<file path="src/core/psi_map.vh">
// register map, field positions and frame constants of the management status block
`ifndef PSI_MAP_VH
`define PSI_MAP_VH

// management register addresses
`define PSI_REG_STATUS        5'h01
`define PSI_REG_ID_HIGH       5'h02
`define PSI_REG_ID_LOW        5'h03

// basic_link_status field positions
`define PSI_BIT_EXT_CAP       0
`define PSI_BIT_JABBER        1
`define PSI_BIT_LINK          2
`define PSI_BIT_AN_ABLE       3
`define PSI_BIT_RFAULT        4
`define PSI_BIT_AN_DONE       5
`define PSI_BIT_PRE_SUP       6
`define PSI_RSVD_MSB          10
`define PSI_RSVD_LSB          7
`define PSI_CAPS_MSB          15
`define PSI_CAPS_LSB          11

// basic_link_status constant and reset values
`define PSI_PRE_SUP_VAL       1'b1
`define PSI_AN_ABLE_VAL       1'b1
`define PSI_EXT_CAP_VAL       1'b1
`define PSI_RSVD_VAL          4'h0
`define PSI_CAPS_VAL          5'h0f
`define PSI_FLAG_RST          1'b0

// identifier field positions: org id bits and their register slots
`define PSI_ORG_HI_MSB        21
`define PSI_ORG_HI_LSB        6
`define PSI_ORG_LO_MSB        5
`define PSI_ORG_LO_LSB        0
`define PSI_MODEL_MSB         9
`define PSI_MODEL_LSB         4
`define PSI_REV_MSB           3
`define PSI_REV_LSB           0

// management frame constants
`define PSI_PREAMBLE_BITS     6'h20
`define PSI_OP_READ           2'h2
`define PSI_OP_WRITE          2'h1
`define PSI_ADDR_BITS         5'h0a
`define PSI_DATA_BITS         5'h10

`endif

</file>
<file path="src/core/psi_sync.v">
// two-flop synchroniser for pin inputs
`timescale 1ns/1ns
`default_nettype none

module psi_sync #(
  parameter WIDTH = 1
) (
  input  wire             core_clk,
  input  wire             rst,
  input  wire [WIDTH-1:0] async_in,
  output wire [WIDTH-1:0] sync_out
);

  reg [WIDTH-1:0] meta_ff;
  reg [WIDTH-1:0] sync_ff;

  // first stage feeds only the second stage
  always @(posedge core_clk or posedge rst) begin
    if (rst) begin
      meta_ff <= {WIDTH{1'b0}};
      sync_ff <= {WIDTH{1'b0}};
    end else begin
      meta_ff <= async_in;
      sync_ff <= meta_ff;
    end
  end

  assign sync_out = sync_ff;

endmodule // psi_sync

`default_nettype wire

</file>
<file path="src/core/psi_latch_flag.v">
// one latched status flag, latch-high or latch-low, re-armed by a read
`timescale 1ns/1ns
`default_nettype none
`include "psi_map.vh"

module psi_latch_flag #(
  parameter LATCH_LOW = 0
) (
  input  wire core_clk,
  input  wire rst,
  input  wire cond,
  input  wire clr,
  output wire flag
);

  reg  flag_ff;
  wire nxt_flag;

  // condition wins over the re-arm, so an event during the read survives
  generate
    if (LATCH_LOW != 0) begin : g_low
      assign nxt_flag = cond & (flag_ff | clr);
    end else begin : g_high
      assign nxt_flag = cond | (flag_ff & ~clr);
    end
  endgenerate

  always @(posedge core_clk or posedge rst) begin
    if (rst) begin
      flag_ff <= `PSI_FLAG_RST;
    end else begin
      flag_ff <= nxt_flag;
    end
  end

  assign flag = flag_ff;

endmodule // psi_latch_flag

`default_nettype wire

</file>
<file path="src/core/psi_mgmt_regs.v">
// management serial responder with status and identifier registers
`timescale 1ns/1ns
`default_nettype none
`include "psi_map.vh"

// Notes on behaviour
// - status bit 6 always reads 1: frames without preamble accepted
// - one 32-one preamble needed after reset, bad opcode or bad turnaround
// - negotiation-complete bit reads 1 only when negotiation has finished
// - remote-fault bit latches on far-end fault or partner notice, clears on read
// - negotiation ability bit always reads 1
// - link bit is latch-low: any link loss reads 0 until next read
// - jabber bit latches high until read or reset, only in 10 megabit mode
// - extended capability bit always reads 1
// - reserved status bits 10:7 always read 0
// - two identifier registers give org id, model and revision
// - first identifier register holds org id bits 21:6
// - second identifier register bits 15:10 hold org id bits 5:0
// - second identifier register bits 9:4 hold the six-bit model number
// - second identifier register bits 3:0 hold the four-bit revision
// - status register sits at management address 1
module psi_mgmt_regs #(
  parameter [21:0] ORG_ID   = 22'h15a5c3, // arbitrary value
  parameter [5:0]  MODEL_NO = 6'h15,      // arbitrary value
  parameter [3:0]  REV_NO   = 4'h3        // arbitrary value
) (
  input  wire       core_clk,
  input  wire       rst,
  input  wire       mdc,
  input  wire       mdio_in,
  output wire       mdio_out,
  output wire       mdio_oe_n,
  input  wire [4:0] phy_addr,
  input  wire       an_complete,
  input  wire       link_ok,
  input  wire       jabber_event,
  input  wire       speed_is_10,
  input  wire       far_end_fault,
  input  wire       lp_remote_fault
);

  // frame states
  localparam [2:0] ST_IDLE  = 3'h0;
  localparam [2:0] ST_START = 3'h1;
  localparam [2:0] ST_OP    = 3'h2;
  localparam [2:0] ST_ADDR  = 3'h3;
  localparam [2:0] ST_TA    = 3'h4;
  localparam [2:0] ST_RDATA = 3'h5;
  localparam [2:0] ST_WDATA = 3'h6;

  wire [1:0]  pin_sync;
  wire        mdc_s;
  wire        mdio_s;
  reg         mdc_d_ff;
  wire        mdc_rise;

  reg  [2:0]  state_ff;
  reg  [4:0]  cnt_ff;
  reg  [5:0]  ones_ff;
  reg         pre_ok_ff;
  reg  [1:0]  op_ff;
  reg  [9:0]  addr_ff;
  reg  [15:0] shreg_ff;
  reg         drive_ff;
  reg         out_ff;
  reg         clr_ff;

  wire        is_read;
  wire        hit;
  wire [4:0]  reg_sel;
  wire [9:0]  nxt_addr;
  wire [1:0]  nxt_op;

  wire        rfault_flag;
  wire        jabber_flag;
  wire        link_flag;
  wire [15:0] status_val;
  wire [15:0] id_high_val;
  wire [15:0] id_low_val;
  reg  [15:0] rd_val;

  // mdc and mdio come from the pins; mdc must be far slower than core_clk
  psi_sync #(
    .WIDTH    (2)
  ) u_pin_sync (
    .core_clk (core_clk),
    .rst      (rst),
    .async_in ({mdc, mdio_in}),
    .sync_out (pin_sync)
  );

  assign mdc_s  = pin_sync[1];
  assign mdio_s = pin_sync[0];

  // edge detect on the synchronised clock only
  always @(posedge core_clk or posedge rst) begin
    if (rst) begin
      mdc_d_ff <= 1'b0;
    end else begin
      mdc_d_ff <= mdc_s;
    end
  end

  assign mdc_rise = mdc_s & ~mdc_d_ff;

  // latched status flags, re-armed by clr_ff on a status read
  psi_latch_flag #(
    .LATCH_LOW (0)
  ) u_rfault (
    .core_clk  (core_clk),
    .rst       (rst),
    .cond      (far_end_fault | lp_remote_fault),
    .clr       (clr_ff),
    .flag      (rfault_flag)
  );

  psi_latch_flag #(
    .LATCH_LOW (0)
  ) u_jabber (
    .core_clk  (core_clk),
    .rst       (rst),
    .cond      (jabber_event & speed_is_10),
    .clr       (clr_ff),
    .flag      (jabber_flag)
  );

  psi_latch_flag #(
    .LATCH_LOW (1)
  ) u_link (
    .core_clk  (core_clk),
    .rst       (rst),
    .cond      (link_ok),
    .clr       (clr_ff),
    .flag      (link_flag)
  );

  // status word: constants, live negotiation state, latched flags
  assign status_val[`PSI_CAPS_MSB:`PSI_CAPS_LSB] = `PSI_CAPS_VAL;
  assign status_val[`PSI_RSVD_MSB:`PSI_RSVD_LSB] = `PSI_RSVD_VAL;
  assign status_val[`PSI_BIT_PRE_SUP]            = `PSI_PRE_SUP_VAL;
  assign status_val[`PSI_BIT_AN_DONE]            = an_complete;
  assign status_val[`PSI_BIT_RFAULT]             = rfault_flag;
  assign status_val[`PSI_BIT_AN_ABLE]            = `PSI_AN_ABLE_VAL;
  assign status_val[`PSI_BIT_LINK]               = link_flag;
  assign status_val[`PSI_BIT_JABBER]             = jabber_flag;
  assign status_val[`PSI_BIT_EXT_CAP]            = `PSI_EXT_CAP_VAL;

  // identifier words; all 22 org id bits are split across the two registers
  assign id_high_val = ORG_ID[`PSI_ORG_HI_MSB:`PSI_ORG_HI_LSB];
  assign id_low_val  = {ORG_ID[`PSI_ORG_LO_MSB:`PSI_ORG_LO_LSB],
                        MODEL_NO,
                        REV_NO};

  assign reg_sel = addr_ff[4:0];
  assign hit     = (addr_ff[9:5] == phy_addr);
  assign is_read = (op_ff == `PSI_OP_READ);
  assign nxt_addr = {addr_ff[8:0], mdio_s};
  assign nxt_op   = {op_ff[0], mdio_s};

  // read data select; unmapped addresses read as zero
  always @* begin
    if (reg_sel == `PSI_REG_STATUS) begin
      rd_val = status_val;
    end else if (reg_sel == `PSI_REG_ID_HIGH) begin
      rd_val = id_high_val;
    end else if (reg_sel == `PSI_REG_ID_LOW) begin
      rd_val = id_low_val;
    end else begin
      rd_val = 16'h0000;
    end
  end

  // frame engine, advanced on each sampled mdc rising edge
  always @(posedge core_clk or posedge rst) begin
    if (rst) begin
      state_ff  <= ST_IDLE;
      cnt_ff    <= 5'h00;
      ones_ff   <= 6'h00;
      pre_ok_ff <= 1'b0;
      op_ff     <= 2'h0;
      addr_ff   <= 10'h000;
      shreg_ff  <= 16'h0000;
      drive_ff  <= 1'b0;
      out_ff    <= 1'b1;
      clr_ff    <= 1'b0;
    end else begin
      clr_ff <= 1'b0;
      if (mdc_rise) begin
        case (state_ff)
          ST_IDLE: begin
            if (mdio_s) begin
              // count preamble ones, saturating at one full preamble
              if (ones_ff != `PSI_PREAMBLE_BITS) begin
                ones_ff <= ones_ff + 6'h01;
              end
              if (ones_ff == `PSI_PREAMBLE_BITS - 6'h01) begin
                pre_ok_ff <= 1'b1;
              end
            end else if (pre_ok_ff || ones_ff == `PSI_PREAMBLE_BITS) begin
              // first start bit; later frames may skip the preamble
              state_ff <= ST_START;
              ones_ff  <= 6'h00;
            end else begin
              ones_ff <= 6'h00;
            end
          end
          ST_START: begin
            // second start bit must be one, else drop back and wait
            if (mdio_s) begin
              state_ff <= ST_OP;
              cnt_ff   <= 5'h00;
            end else begin
              state_ff <= ST_IDLE;
            end
          end
          ST_OP: begin
            op_ff <= nxt_op;
            if (cnt_ff == 5'h01) begin
              if (nxt_op == `PSI_OP_READ || nxt_op == `PSI_OP_WRITE) begin
                state_ff <= ST_ADDR;
                cnt_ff   <= 5'h00;
              end else begin
                state_ff  <= ST_IDLE;
                pre_ok_ff <= 1'b0;
              end
            end else begin
              cnt_ff <= cnt_ff + 5'h01;
            end
          end
          ST_ADDR: begin
            addr_ff <= nxt_addr;
            if (cnt_ff == `PSI_ADDR_BITS - 5'h01) begin
              state_ff <= ST_TA;
              cnt_ff   <= 5'h00;
            end else begin
              cnt_ff <= cnt_ff + 5'h01;
            end
          end
          ST_TA: begin
            if (is_read) begin
              if (cnt_ff == 5'h00) begin
                // snapshot before re-arming the latched flags
                shreg_ff <= rd_val;
                clr_ff   <= hit && reg_sel == `PSI_REG_STATUS;
                drive_ff <= hit;
                out_ff   <= 1'b0;
                cnt_ff   <= 5'h01;
              end else begin
                out_ff   <= shreg_ff[15];
                shreg_ff <= {shreg_ff[14:0], 1'b0};
                state_ff <= ST_RDATA;
                cnt_ff   <= 5'h01;
              end
            end else begin
              // write turnaround must be one then zero
              if (cnt_ff == 5'h00 && !mdio_s) begin
                state_ff  <= ST_IDLE;
                pre_ok_ff <= 1'b0;
              end else if (cnt_ff == 5'h00) begin
                cnt_ff <= 5'h01;
              end else if (mdio_s) begin
                state_ff  <= ST_IDLE;
                pre_ok_ff <= 1'b0;
              end else begin
                state_ff <= ST_WDATA;
                cnt_ff   <= 5'h00;
              end
            end
          end
          ST_RDATA: begin
            if (cnt_ff == `PSI_DATA_BITS) begin
              // last bit held one full period, now release the line
              drive_ff <= 1'b0;
              out_ff   <= 1'b1;
              state_ff <= ST_IDLE;
              cnt_ff   <= 5'h00;
            end else begin
              out_ff   <= shreg_ff[15];
              shreg_ff <= {shreg_ff[14:0], 1'b0};
              cnt_ff   <= cnt_ff + 5'h01;
            end
          end
          ST_WDATA: begin
            // all registers here are read-only: data is clocked past unused
            if (cnt_ff == `PSI_DATA_BITS - 5'h01) begin
              state_ff <= ST_IDLE;
              cnt_ff   <= 5'h00;
            end else begin
              cnt_ff <= cnt_ff + 5'h01;
            end
          end
          default: begin
            state_ff <= ST_IDLE;
            drive_ff <= 1'b0;
            out_ff   <= 1'b1;
          end
        endcase
      end
    end
  end

  // line driven only during a matching read's turnaround and data
  assign mdio_out  = out_ff;
  assign mdio_oe_n = ~drive_ff;

endmodule // psi_mgmt_regs

`default_nettype wire

</file>
<file path="config.mk">
export PLATFORM = sky130hd
export DESIGN_NAME = psi_mgmt_regs
export DESIGN_NICKNAME = d
export VERILOG_FILES = /design/src/core/psi_sync.v /design/src/core/psi_latch_flag.v /design/src/core/psi_mgmt_regs.v
export VERILOG_INCLUDE_DIRS = /design/src /design/src/core
export SDC_FILE = /design/constraint.sdc
export NUM_CORES = 1
export LEC_CHECK = 0
export BUFFER_PORTS_ARGS = -buffer_cell sky130_fd_sc_hd__buf_2
export CAP_MARGIN = 20
export CELL_PAD_IN_SITES_DETAIL_PLACEMENT = 0
export CELL_PAD_IN_SITES_GLOBAL_PLACEMENT = 1
export CORE_UTILIZATION = 44
export CTS_BUF_LIST = sky130_fd_sc_hd__clkbuf_4 sky130_fd_sc_hd__clkbuf_8
export CTS_CLUSTER_DIAMETER = 100
export DETAILED_ROUTE_END_ITERATION = 8
export HOLD_SLACK_MARGIN = 0.15
export PLACE_DENSITY = 0.8
export SYNTH_ARGS = -nofsm -noshare
export SYNTH_HDL_FRONTEND = slang
export SYNTH_SLANG_ARGS = --single-unit
</file>
<file path="constraint.sdc">
create_clock -name core_clk -period 2.1 [get_ports core_clk]
set_input_delay 0.42 -clock core_clk [delete_from_list [all_inputs] [get_ports core_clk]]
set_output_delay 0.42 -clock core_clk [all_outputs]
set_load 0.05 [all_outputs]
</file>
==> results of run 1 <==
==> what timing repair did <==
item	in CTS	in global routing
endpoints found under the setup margin	5	14
resized for setup	4	13
cloned	0	0
pin swaps	0	1
hold buffers	0	0
==> per-layer routing <==
metal / up-vias / wire, microns / track usage, %
li1: 1182 / - / -
met1: 1126 / 3040 / 27.2
met2: 42 / 3040 / 31.1
met3: 8 / 212 / 3.17
met4: 0 / 82 / 5.80
met5: - / 0 / 0
==> placed cells by master, fill, tap and decap left out, types with 3 or more instances in the layout <==
cell type	count
nor3_1	8
inv_1	16
dfrtp_1	52
nor2_1	18
a22oi_1	5
o21ai_0	29
buf_2	16
nor2b_1	10
a21oi_1	25
nand3_1	8
ha_1	6
nand2_1	35
xor2_1	10
buf_4	26
nand2b_1	5
and3_1	3
nand4_1	5
mux2_2	13
a31oi_1	4
clkbuf_8	6
==> cell families (layout without fill, tap and decap cells) <==
group / count (synthesis) / after routing / synth area share, %
flip-flops: 54 / 54 / 45.8
multiplexers: 15 / 15 / 5.64
buffers and inverters: 38 / 70 / 5.30
AO/OA/AOI/OAI: 82 / 82 / 17.0
adder cells (fa/ha/maj): 7 / 7 / 2.97
AND/OR/NAND/NOR: 111 / 111 / 19.7
XOR/XNOR: 12 / 12 / 3.56
==> registers in the layout, indices dropped and copies added, names as in the netlist, 2 cells and up <==
| register | flops |
|---|---|
| cnt_ff | 5 |
| u_pin_sync.meta_ff | 2 |
| shreg_ff | 16 |
| state_ff | 3 |
| addr_ff | 10 |
| u_pin_sync.sync_out | 2 |
| ones_ff | 6 |
| op_ff | 2 |
==> worst paths after layout <==
path / from / endpoint / slack (ns) / cells past startpoint
min in group core_clk: mdio_in / u_pin_sync.meta_ff[0]$_DFF_PP0_ / 0.21 / 1
max in group asynchronous: rst / mdio_out$_DFFE_PP1P_ / 1.31 / 3
min reg2reg: u_pin_sync.meta_ff[1]$_DFF_PP0_ / u_pin_sync.sync_out[1]$_DFF_PP0_ / 0.36 / 0
max reg2reg: cnt_ff[2]$_DFFE_PP0P_ / cnt_ff[3]$_DFFE_PP0P_ / 0.1 / 5
min: rst / u_pin_sync.sync_out[1]$_DFF_PP0_ / 0.16 / 2
max: cnt_ff[2]$_DFFE_PP0P_ / cnt_ff[3]$_DFFE_PP0P_ / 0.1 / 5
==> stage by stage <==
step                worst slack (ns)  util, %  cell area (sq um)  hold WS (ns)
global placement             -0.0169     51.1               3280         0.332
detailed placement          -0.00344     51.1               3280         0.341
finish                        0.0967     54.5               3500         0.160
global route                0.000159     54.5               3500         0.190
CTS                           0.0389     53.5               3430         0.170
floorplan                    -0.0175        -               2960         0.331
==> cell type report <==
cell class | count | area [sq um] | area share (%)
clock buffer | 6 | 82.6 | 2.36
multi-input combinational | 227 | 1540 | 44.1
sequential | 54 | 1350 | 38.7
clock inverter | 2 | 38.8 | 1.11
inverter | 18 | 67.6 | 1.93
timing repair buffer | 44 | 315 | 9.01
tap | 77 | 96.3 | 2.75
==> power by group <==
| part | total (mW) | leakage [nW] | switching (mW) | internal [mW] |
|---|---|---|---|---|
| Clock | 0.754 | 0.0618 | 0.361 | 0.393 |
| Sequential | 1.07 | 0.720 | 0.0185 | 1.05 |
| Combinational | 0.0930 | 0.800 | 0.0552 | 0.0377 |
| Total | 1.92 | 1.58 | 0.435 | 1.48 |
==> results.toml, run 1 <==
[status]
status = "finished clean"

[sta]
skew_ns = 0.00623
relSlewSlack_pct = 60.2
timing.setup.tns_ns = 0
grt_setup_unrepaired = "false"
fmax_ghz = 0.499
worstMarginPinSlew_ns = 0.597
drv_slew = 0
min_period_over_period_pct = 95.4
hold_viol = 0
setup_viol = 0
period_needed_ns = 2.00

[power]
power_density_nw_per_um2 = 549
total_power_mw = 1.92
ir_drop_mv = 0.417
leakagePower_nw = 1.58

[global_routing]
grt_max_degree = 30
grt_pass1_vias = 2351
grt_overflow = 0
grtUsageTotal_pct = 19.5
antenna_found_initial = 0
grt_pass1_wl_microns = 11100

[synthesis]
syn_area_sq_um = 2950
yosysTopAreaCell = "dfrtp_1"
synthesis.yosys.warnings = 0
async_reset_ff_share_pct = 100
synth_flop_cell = "dfrtp_1"
ys_ff_latch = 54
synth-edff-count = 0
seq_area_frac_synth_pct = 45.8
netlist_instances = 319
syn-num-nets = 341
yosysUniqueCellTypes = 51
synth.top_cell.area_share_pct = 44.9
synth_most_common_cell = "dfrtp_1"
synth.top_cells.by_area = "dfrtp_1, mux2_2, o21ai_0, nand2_1, a21oi_1"
yosys-top-cells-count = "dfrtp_1, nand2_1, o21ai_0"
syn_area_per_cell_sq_um = 9.26

[floorplanning]
dieArea_sq_um = 7040
die_x_microns = 83.9
core_sq_um = 6420
die_h_microns = 83.9
core.rowCount = 29
start_util_pct = 46.0
num_io_pins = 17

[cts]
htree_levels = 2
root_buffer = "clkbuf_8"
cts_tree = "built"
numCtsBuffers = 5
clk_pin_slew_worst_paths_ns = 0.10
clockBufferDepth = 2
post_cts_buffers = 0
insertion_delay_ns = 0.31
clock_sinks = 54

[setup_path]
worstPathCellList = "or4b_4 -> nand4_4 -> o311ai_4 -> or2_0 -> a211o_1"
cp_slowest_cell = "or4b_4"
cp_data_arrival_time_ns = 2.20
crit_path_start_kind = "flop"
cpLargestDelayFamily = "simple AND/OR/NAND/NOR gates"
crit_buf_inv = 0
slowest_delay_ns = 0.62
end_kind = "flop"
worstPathMaxFanout = 8
crit_type = "flop to flop"
crit_required_ns = 2.30

[route]
drtIter0Drc = 121
wirelength_microns = 6370
final_antenna_net_count = 0
drt-pass1-iter-count = 4
drc = 0
viasPerCell = 5.51
routedWlPerCell_microns = 14.9
vias = 2358

[placement]
place.gp.congestion = 0.855
dp_cells = 420
dp_hpwl_microns = 4620
port_buffers = 16

[final_layout]
nFillCells = 576
syn_to_final_growth_pct = 18.5
drive_gt1_share_pct = 24.2
antennaDiodeCount = 0
layout.cells.non_filler = 428
final_nets = 372

[worst_hold_path]
hold_class = "input pin to asynchronous set/reset pin"

[run]
max-cap-violations = 0
(Power assumes the default switching activity.)
==> inputs of run 2 (changes only) <==
- REMOVE_ABC_BUFFERS: not set -> 1
==> results.toml, run 2 (same netlist as run 1, synthesis figures left out) <==
[global_routing]
grt_pass1_wl_microns = 11300
grtUsageTotal_pct = 20.1
grt_pass1_vias = 2328
grt_max_degree = 55
antenna_found_initial = 0
grt_overflow = 0

[floorplanning]
core.rowCount = 29
die_x_microns = 83.9
die_h_microns = 83.9
num_io_pins = 17
dieArea_sq_um = 7040
start_util_pct = 46.0
core_sq_um = 6420

[worst_hold_path]
hold_class = "input pin to asynchronous set/reset pin"

[power]
total_power_mw = 1.77
ir_drop_mv = 0.340
switchingPower_uw = 427
leakagePower_nw = 1.56
power_density_nw_per_um2 = 507
switching_share_pct = 24.1
p_comb_share_pct = 5.3
p_int_mw = 1.35
power_frac_seq_pct = 60.5
pwr-share-clk_pct = 34.2

[final_layout]
layout_common_cells = "dfrtp_1, nand2_1, o21ai_0, buf_4, a21oi_1"
syn_to_final_growth_pct = 18.4
postLayoutCoreUtil_pct = 54.5
fin_area_sq_um = 3500
largest_reg_flops = 16
antennaDiodeCount = 0
top_register = "shreg_ff"
final_common_cell = "dfrtp_1"
final_nets = 374
top_regs = "shreg_ff (16), addr_ff (10), ones_ff (6)"
drive_gt1_share_pct = 25.5

[sta]
skew_ns = 0.00742
min_period_over_period_pct = 96.2
drv_slew = 0
period_needed_ns = 2.02
fin_ws_ns = 0.0795
hold_viol = 0
setup_viol = 0
grt_setup_unrepaired = "true"
worstMarginPinSlew_ns = 0.426
relSlewSlack_pct = 71.6
fmax_ghz = 0.495

[setup_path]
crit_type = "flop to flop"
end_kind = "flop"
crit_path_start_kind = "flop"
worstPathMaxFanout = 5
cp_data_arrival_time_ns = 2.22
crit_required_ns = 2.30

[cts]
root_buffer = "clkbuf_8"
htree_levels = 2
clock_sinks = 54
hold_buffers = 0
clockBufferDepth = 2
cts_tree = "built"
clk_pin_slew_worst_paths_ns = 0.10
numCtsBuffers = 5
insertion_delay_ns = 0.31

[route]
final_antenna_net_count = 0
drc = 2
drt-pass1-iter-count = 6
viasPerCell = 5.57
drtIter0Drc = 109
vias = 2393
routedWlPerCell_microns = 15.4
wirelength_microns = 6640

[run]
max-cap-violations = 0

[placement]
place.gp.congestion = 0.808
post_dp_cell_area_sq_um = 3250
dp_slack_ns = -0.116
port_buffers = 16
dp_hpwl_microns = 4620

[status]
violations = "DRC"
status = "finished with violations"
run 2: repair_timing:
item                                    CTS  global route
pin swaps                                 0             4
endpoints found under the setup margin    4            20
setup buffers                             0             4
gates resized for setup                   4            21
endpoints found under the hold margin     0             0
run 2: final timing paths:
kind,start,end,slack [ns],cells after the start
min in group core_clk,mdio_in,u_pin_sync.meta_ff[0]$_DFF_PP0_,0.21,1
hold / removal,rst,state_ff[0]$_DFFE_PP0P_,0.14,3
hold reg to reg,u_pin_sync.meta_ff[1]$_DFF_PP0_,u_pin_sync.sync_out[1]$_DFF_PP0_,0.36,0
setup / recovery,cnt_ff[3]$_DFFE_PP0P_,state_ff[1]$_DFFE_PP0P_,0.08,6
max in group asynchronous,rst,mdio_out$_DFFE_PP1P_,1.66,3
setup reg to reg,cnt_ff[3]$_DFFE_PP0P_,state_ff[1]$_DFFE_PP0P_,0.08,6
run 2: power by group through the flow:
| stage | sequential (mW) | combinational [mW] | clock [mW] |
|---|---|---|---|
| global placement | 1.09 | 0.0932 | 0 |
| floorplan | 1.09 | 0.0555 | 0 |
| global route | 1.07 | 0.110 | 0.663 |
| CTS | 1.07 | 0.0955 | 0.637 |
| detailed placement | 1.09 | 0.0949 | 0 |
| finish | 1.07 | 0.0943 | 0.606 |
run 2: per-stage QoR:
stage | TNS (ns) | cells | hold WS [ns]
2_1_floorplan | -0.538 | 299 | 0.331
3_3_place_gp | 0 | 418 | 0.334
3_5_place_dp | -0.175 | 418 | 0.336
4_1_cts | -0.0224 | 426 | 0.161
5_1_grt | -0.0488 | 430 | 0.177
6_report | 0 | 430 | 0.143
run 2: layer usage:
layer	track usage [%]	vias to the layer above	part of all wire, %
met5	0	-	0
met1	28.0	1161	48
met3	3.36	6	2.8
li1	-	1186	-
met4	4.86	0	0.83
met2	32.6	40	48
run 2: cell type report:
cell class / instances / area (sq um)
clock buffers: 6 / 76.3
clock inverters: 2 / 16.3
fillers: 577 / 2930
inverters: 18 / 67.6
multi-input cells: 227 / 1560
flip-flops and latches: 54 / 1360
well taps: 77 / 96.3
repair buffers: 46 / 328
run 2: worst max-delay path, stage by stage (launching register included):
cell,delay (ns)
dfrtp_2,0.48
xor2_1,0.21
o41ai_4,0.40
o311ai_4,0.18
buf_4,0.18
nor2_2,0.13
mux2_2,0.34
==> inputs of run 3 (changes only) <==
- BUFFER_PORTS_ARGS: -buffer_cell sky130_fd_sc_hd__buf_2 -> -buffer_cell sky130_fd_sc_hd__buf_4
==> results.toml, run 3 (same netlist as run 1, synthesis figures left out) <==
[status]
status = "finished with violations"
violations = "DRC"

[final_layout]
layout.cells.non_filler = 428
layout_common_cells = "dfrtp_1, buf_4, nand2_1, o21ai_0, a21oi_1"
drive_gt1_share_pct = 23.6
top_register = "shreg_ff"
antennaDiodeCount = 0
final_nets = 372
final_common_cell = "dfrtp_1"
top_regs = "shreg_ff (16), addr_ff (10), ones_ff (6)"
syn_to_final_growth_pct = 19.2
largest_reg_flops = 16

[cts]
clock_sinks = 54
htree_levels = 2
insertion_delay_ns = 0.31
clk_pin_slew_worst_paths_ns = 0.10
cts_tree = "built"
clockBufferDepth = 2
post_cts_buffers = 0
root_buffer = "clkbuf_8"
numCtsBuffers = 5

[floorplanning]
core_sq_um = 6420
dieArea_sq_um = 7040
die_h_microns = 83.9
die_x_microns = 83.9
start_util_pct = 46.0
core.rowCount = 29
num_io_pins = 17

[route]
wirelength_microns = 6460
routedWlPerCell_microns = 15.1
final_antenna_net_count = 0
drt-pass1-iter-count = 6
vias = 2371
drc = 2
drtIter0Drc = 98
viasPerCell = 5.54

[sta]
min_period_over_period_pct = 96.2
skew_ns = 0.0121
grt_setup_unrepaired = "true"
setup_viol = 0
drv_slew = 0
relSlewSlack_pct = 69.9
worstMarginPinSlew_ns = 0.452
period_needed_ns = 2.02
hold_viol = 0
fmax_ghz = 0.495
fin_ws_ns = 0.0806
timing.setup.tns_ns = 0

[worst_hold_path]
min_to = "u_pin_sync.meta_ff[0]$_DFF_PP0_"
hold_class = "input pin to flop"
hp-start = "mdio_in"
hold_path_depth = 1

[global_routing]
antenna_found_initial = 0
grt_max_degree = 31
grt_pass1_wl_microns = 10900
grtUsageTotal_pct = 19.6
grt_pass1_vias = 2264
grt_overflow = 0

[setup_path]
reg2reg_from = "cnt_ff[3]$_DFFE_PP0P_"
crit_required_ns = 2.31
cp_data_arrival_time_ns = 2.23
reg2reg_slack_ns = 0.08
crit_path_start_kind = "flop"
worstRegToRegCells = 6
worstPathMaxFanout = 9
timing.rr.end = "state_ff[1]$_DFFE_PP0P_"
crit_type = "flop to flop"
end_kind = "flop"

[power]
ir_drop_mv = 0.372
power_density_nw_per_um2 = 505
leakagePower_nw = 1.58

[placement]
place.gp.congestion = 0.853
port_buffers = 16
dp_hpwl_microns = 4650
dp_cells = 419
dp_slack_ns = -0.0187

[run]
max-cap-violations = 0
[run 3: cell types whose count changed in the layout (fill, tap and decap cells not counted), sizes merged]
cell,previous run,this run
inv,19,18
dlygate4sd3,0,1
buf,45,43
[run 3: report_power, final]
part           total (mW)  switching (mW)  internal (mW)  leakage, nW
combinational       0.106          0.0578         0.0480        0.818
sequential           1.07          0.0183           1.05        0.720
clock               0.600           0.337          0.263       0.0453
[run 3: critical path: stages (launching register included)]
cell      delay [ns]
dfrtp_1         0.55
xor2_1          0.24
o41ai_2         0.27
o311ai_1        0.16
buf_4           0.19
nor2_1          0.16
mux2_2          0.35
[run 3: how the worst max path moves through the flow]
stage                                  from                      end  slack, ns  cells past startpoint
floorplan           state_ff[2]$_DFFE_PP0P_  shreg_ff[5]$_DFFE_PP0P_      -0.08                      5
global placement      cnt_ff[0]$_DFFE_PP0P_    cnt_ff[4]$_DFFE_PP0P_       0.11                      8
detailed placement    cnt_ff[0]$_DFFE_PP0P_    cnt_ff[0]$_DFFE_PP0P_      -0.02                      8
CTS                   cnt_ff[0]$_DFFE_PP0P_    cnt_ff[0]$_DFFE_PP0P_       0.02                      8
global route          cnt_ff[1]$_DFFE_PP0P_    cnt_ff[0]$_DFFE_PP0P_      -0.03                      8
finish                cnt_ff[3]$_DFFE_PP0P_  state_ff[1]$_DFFE_PP0P_       0.08                      6
[run 3: what timing repair did]
| action | CTS | global route |
|---|---|---|
| hold buffers | 1 | 0 |
| hold endpoints to repair | 11 | 0 |
| endpoints found under the setup margin | 2 | 25 |
| gates resized for setup | 1 | 18 |
[run 3: final cells by class]
| type | instances | area [sq um] |
|---|---|---|
| inverter | 18 | 67.6 |
| tap | 77 | 96.3 |
| fill | 588 | 2900 |
| multi-input combinational | 227 | 1540 |
| clock buffer | 7 | 83.8 |
| sequential | 54 | 1350 |
| timing repair buffer | 44 | 374 |
| clock inverter | 1 | 7.51 |
[run 3: per-stage QoR]
| stage | utilization [%] | area, sq um | power [mW] | hold WS, ns |
|---|---|---|---|---|
| 4_1_cts | 53.4 | 3430 | 1.80 | 0.204 |
| 3_3_place_gp | 51.7 | 3320 | 1.20 | 0.332 |
| 5_1_grt | 54.8 | 3520 | 1.85 | 0.201 |
| 2_1_floorplan | - | 2860 | 1.14 | 0.331 |
| 3_5_place_dp | 51.7 | 3320 | 1.20 | 0.335 |
| 6_report | 54.8 | 3520 | 1.78 | 0.215 |
[run 3: metal layers]
metal / share of wire (%) / global-route usage [%] / vias up
met5: 0 / 0 / -
met1: 50 / 28.3 / 1137
li1: - / - / 1181
met4: 1.3 / 6.11 / 0
met3: 3.0 / 3.26 / 9
met2: 46 / 30.3 / 44
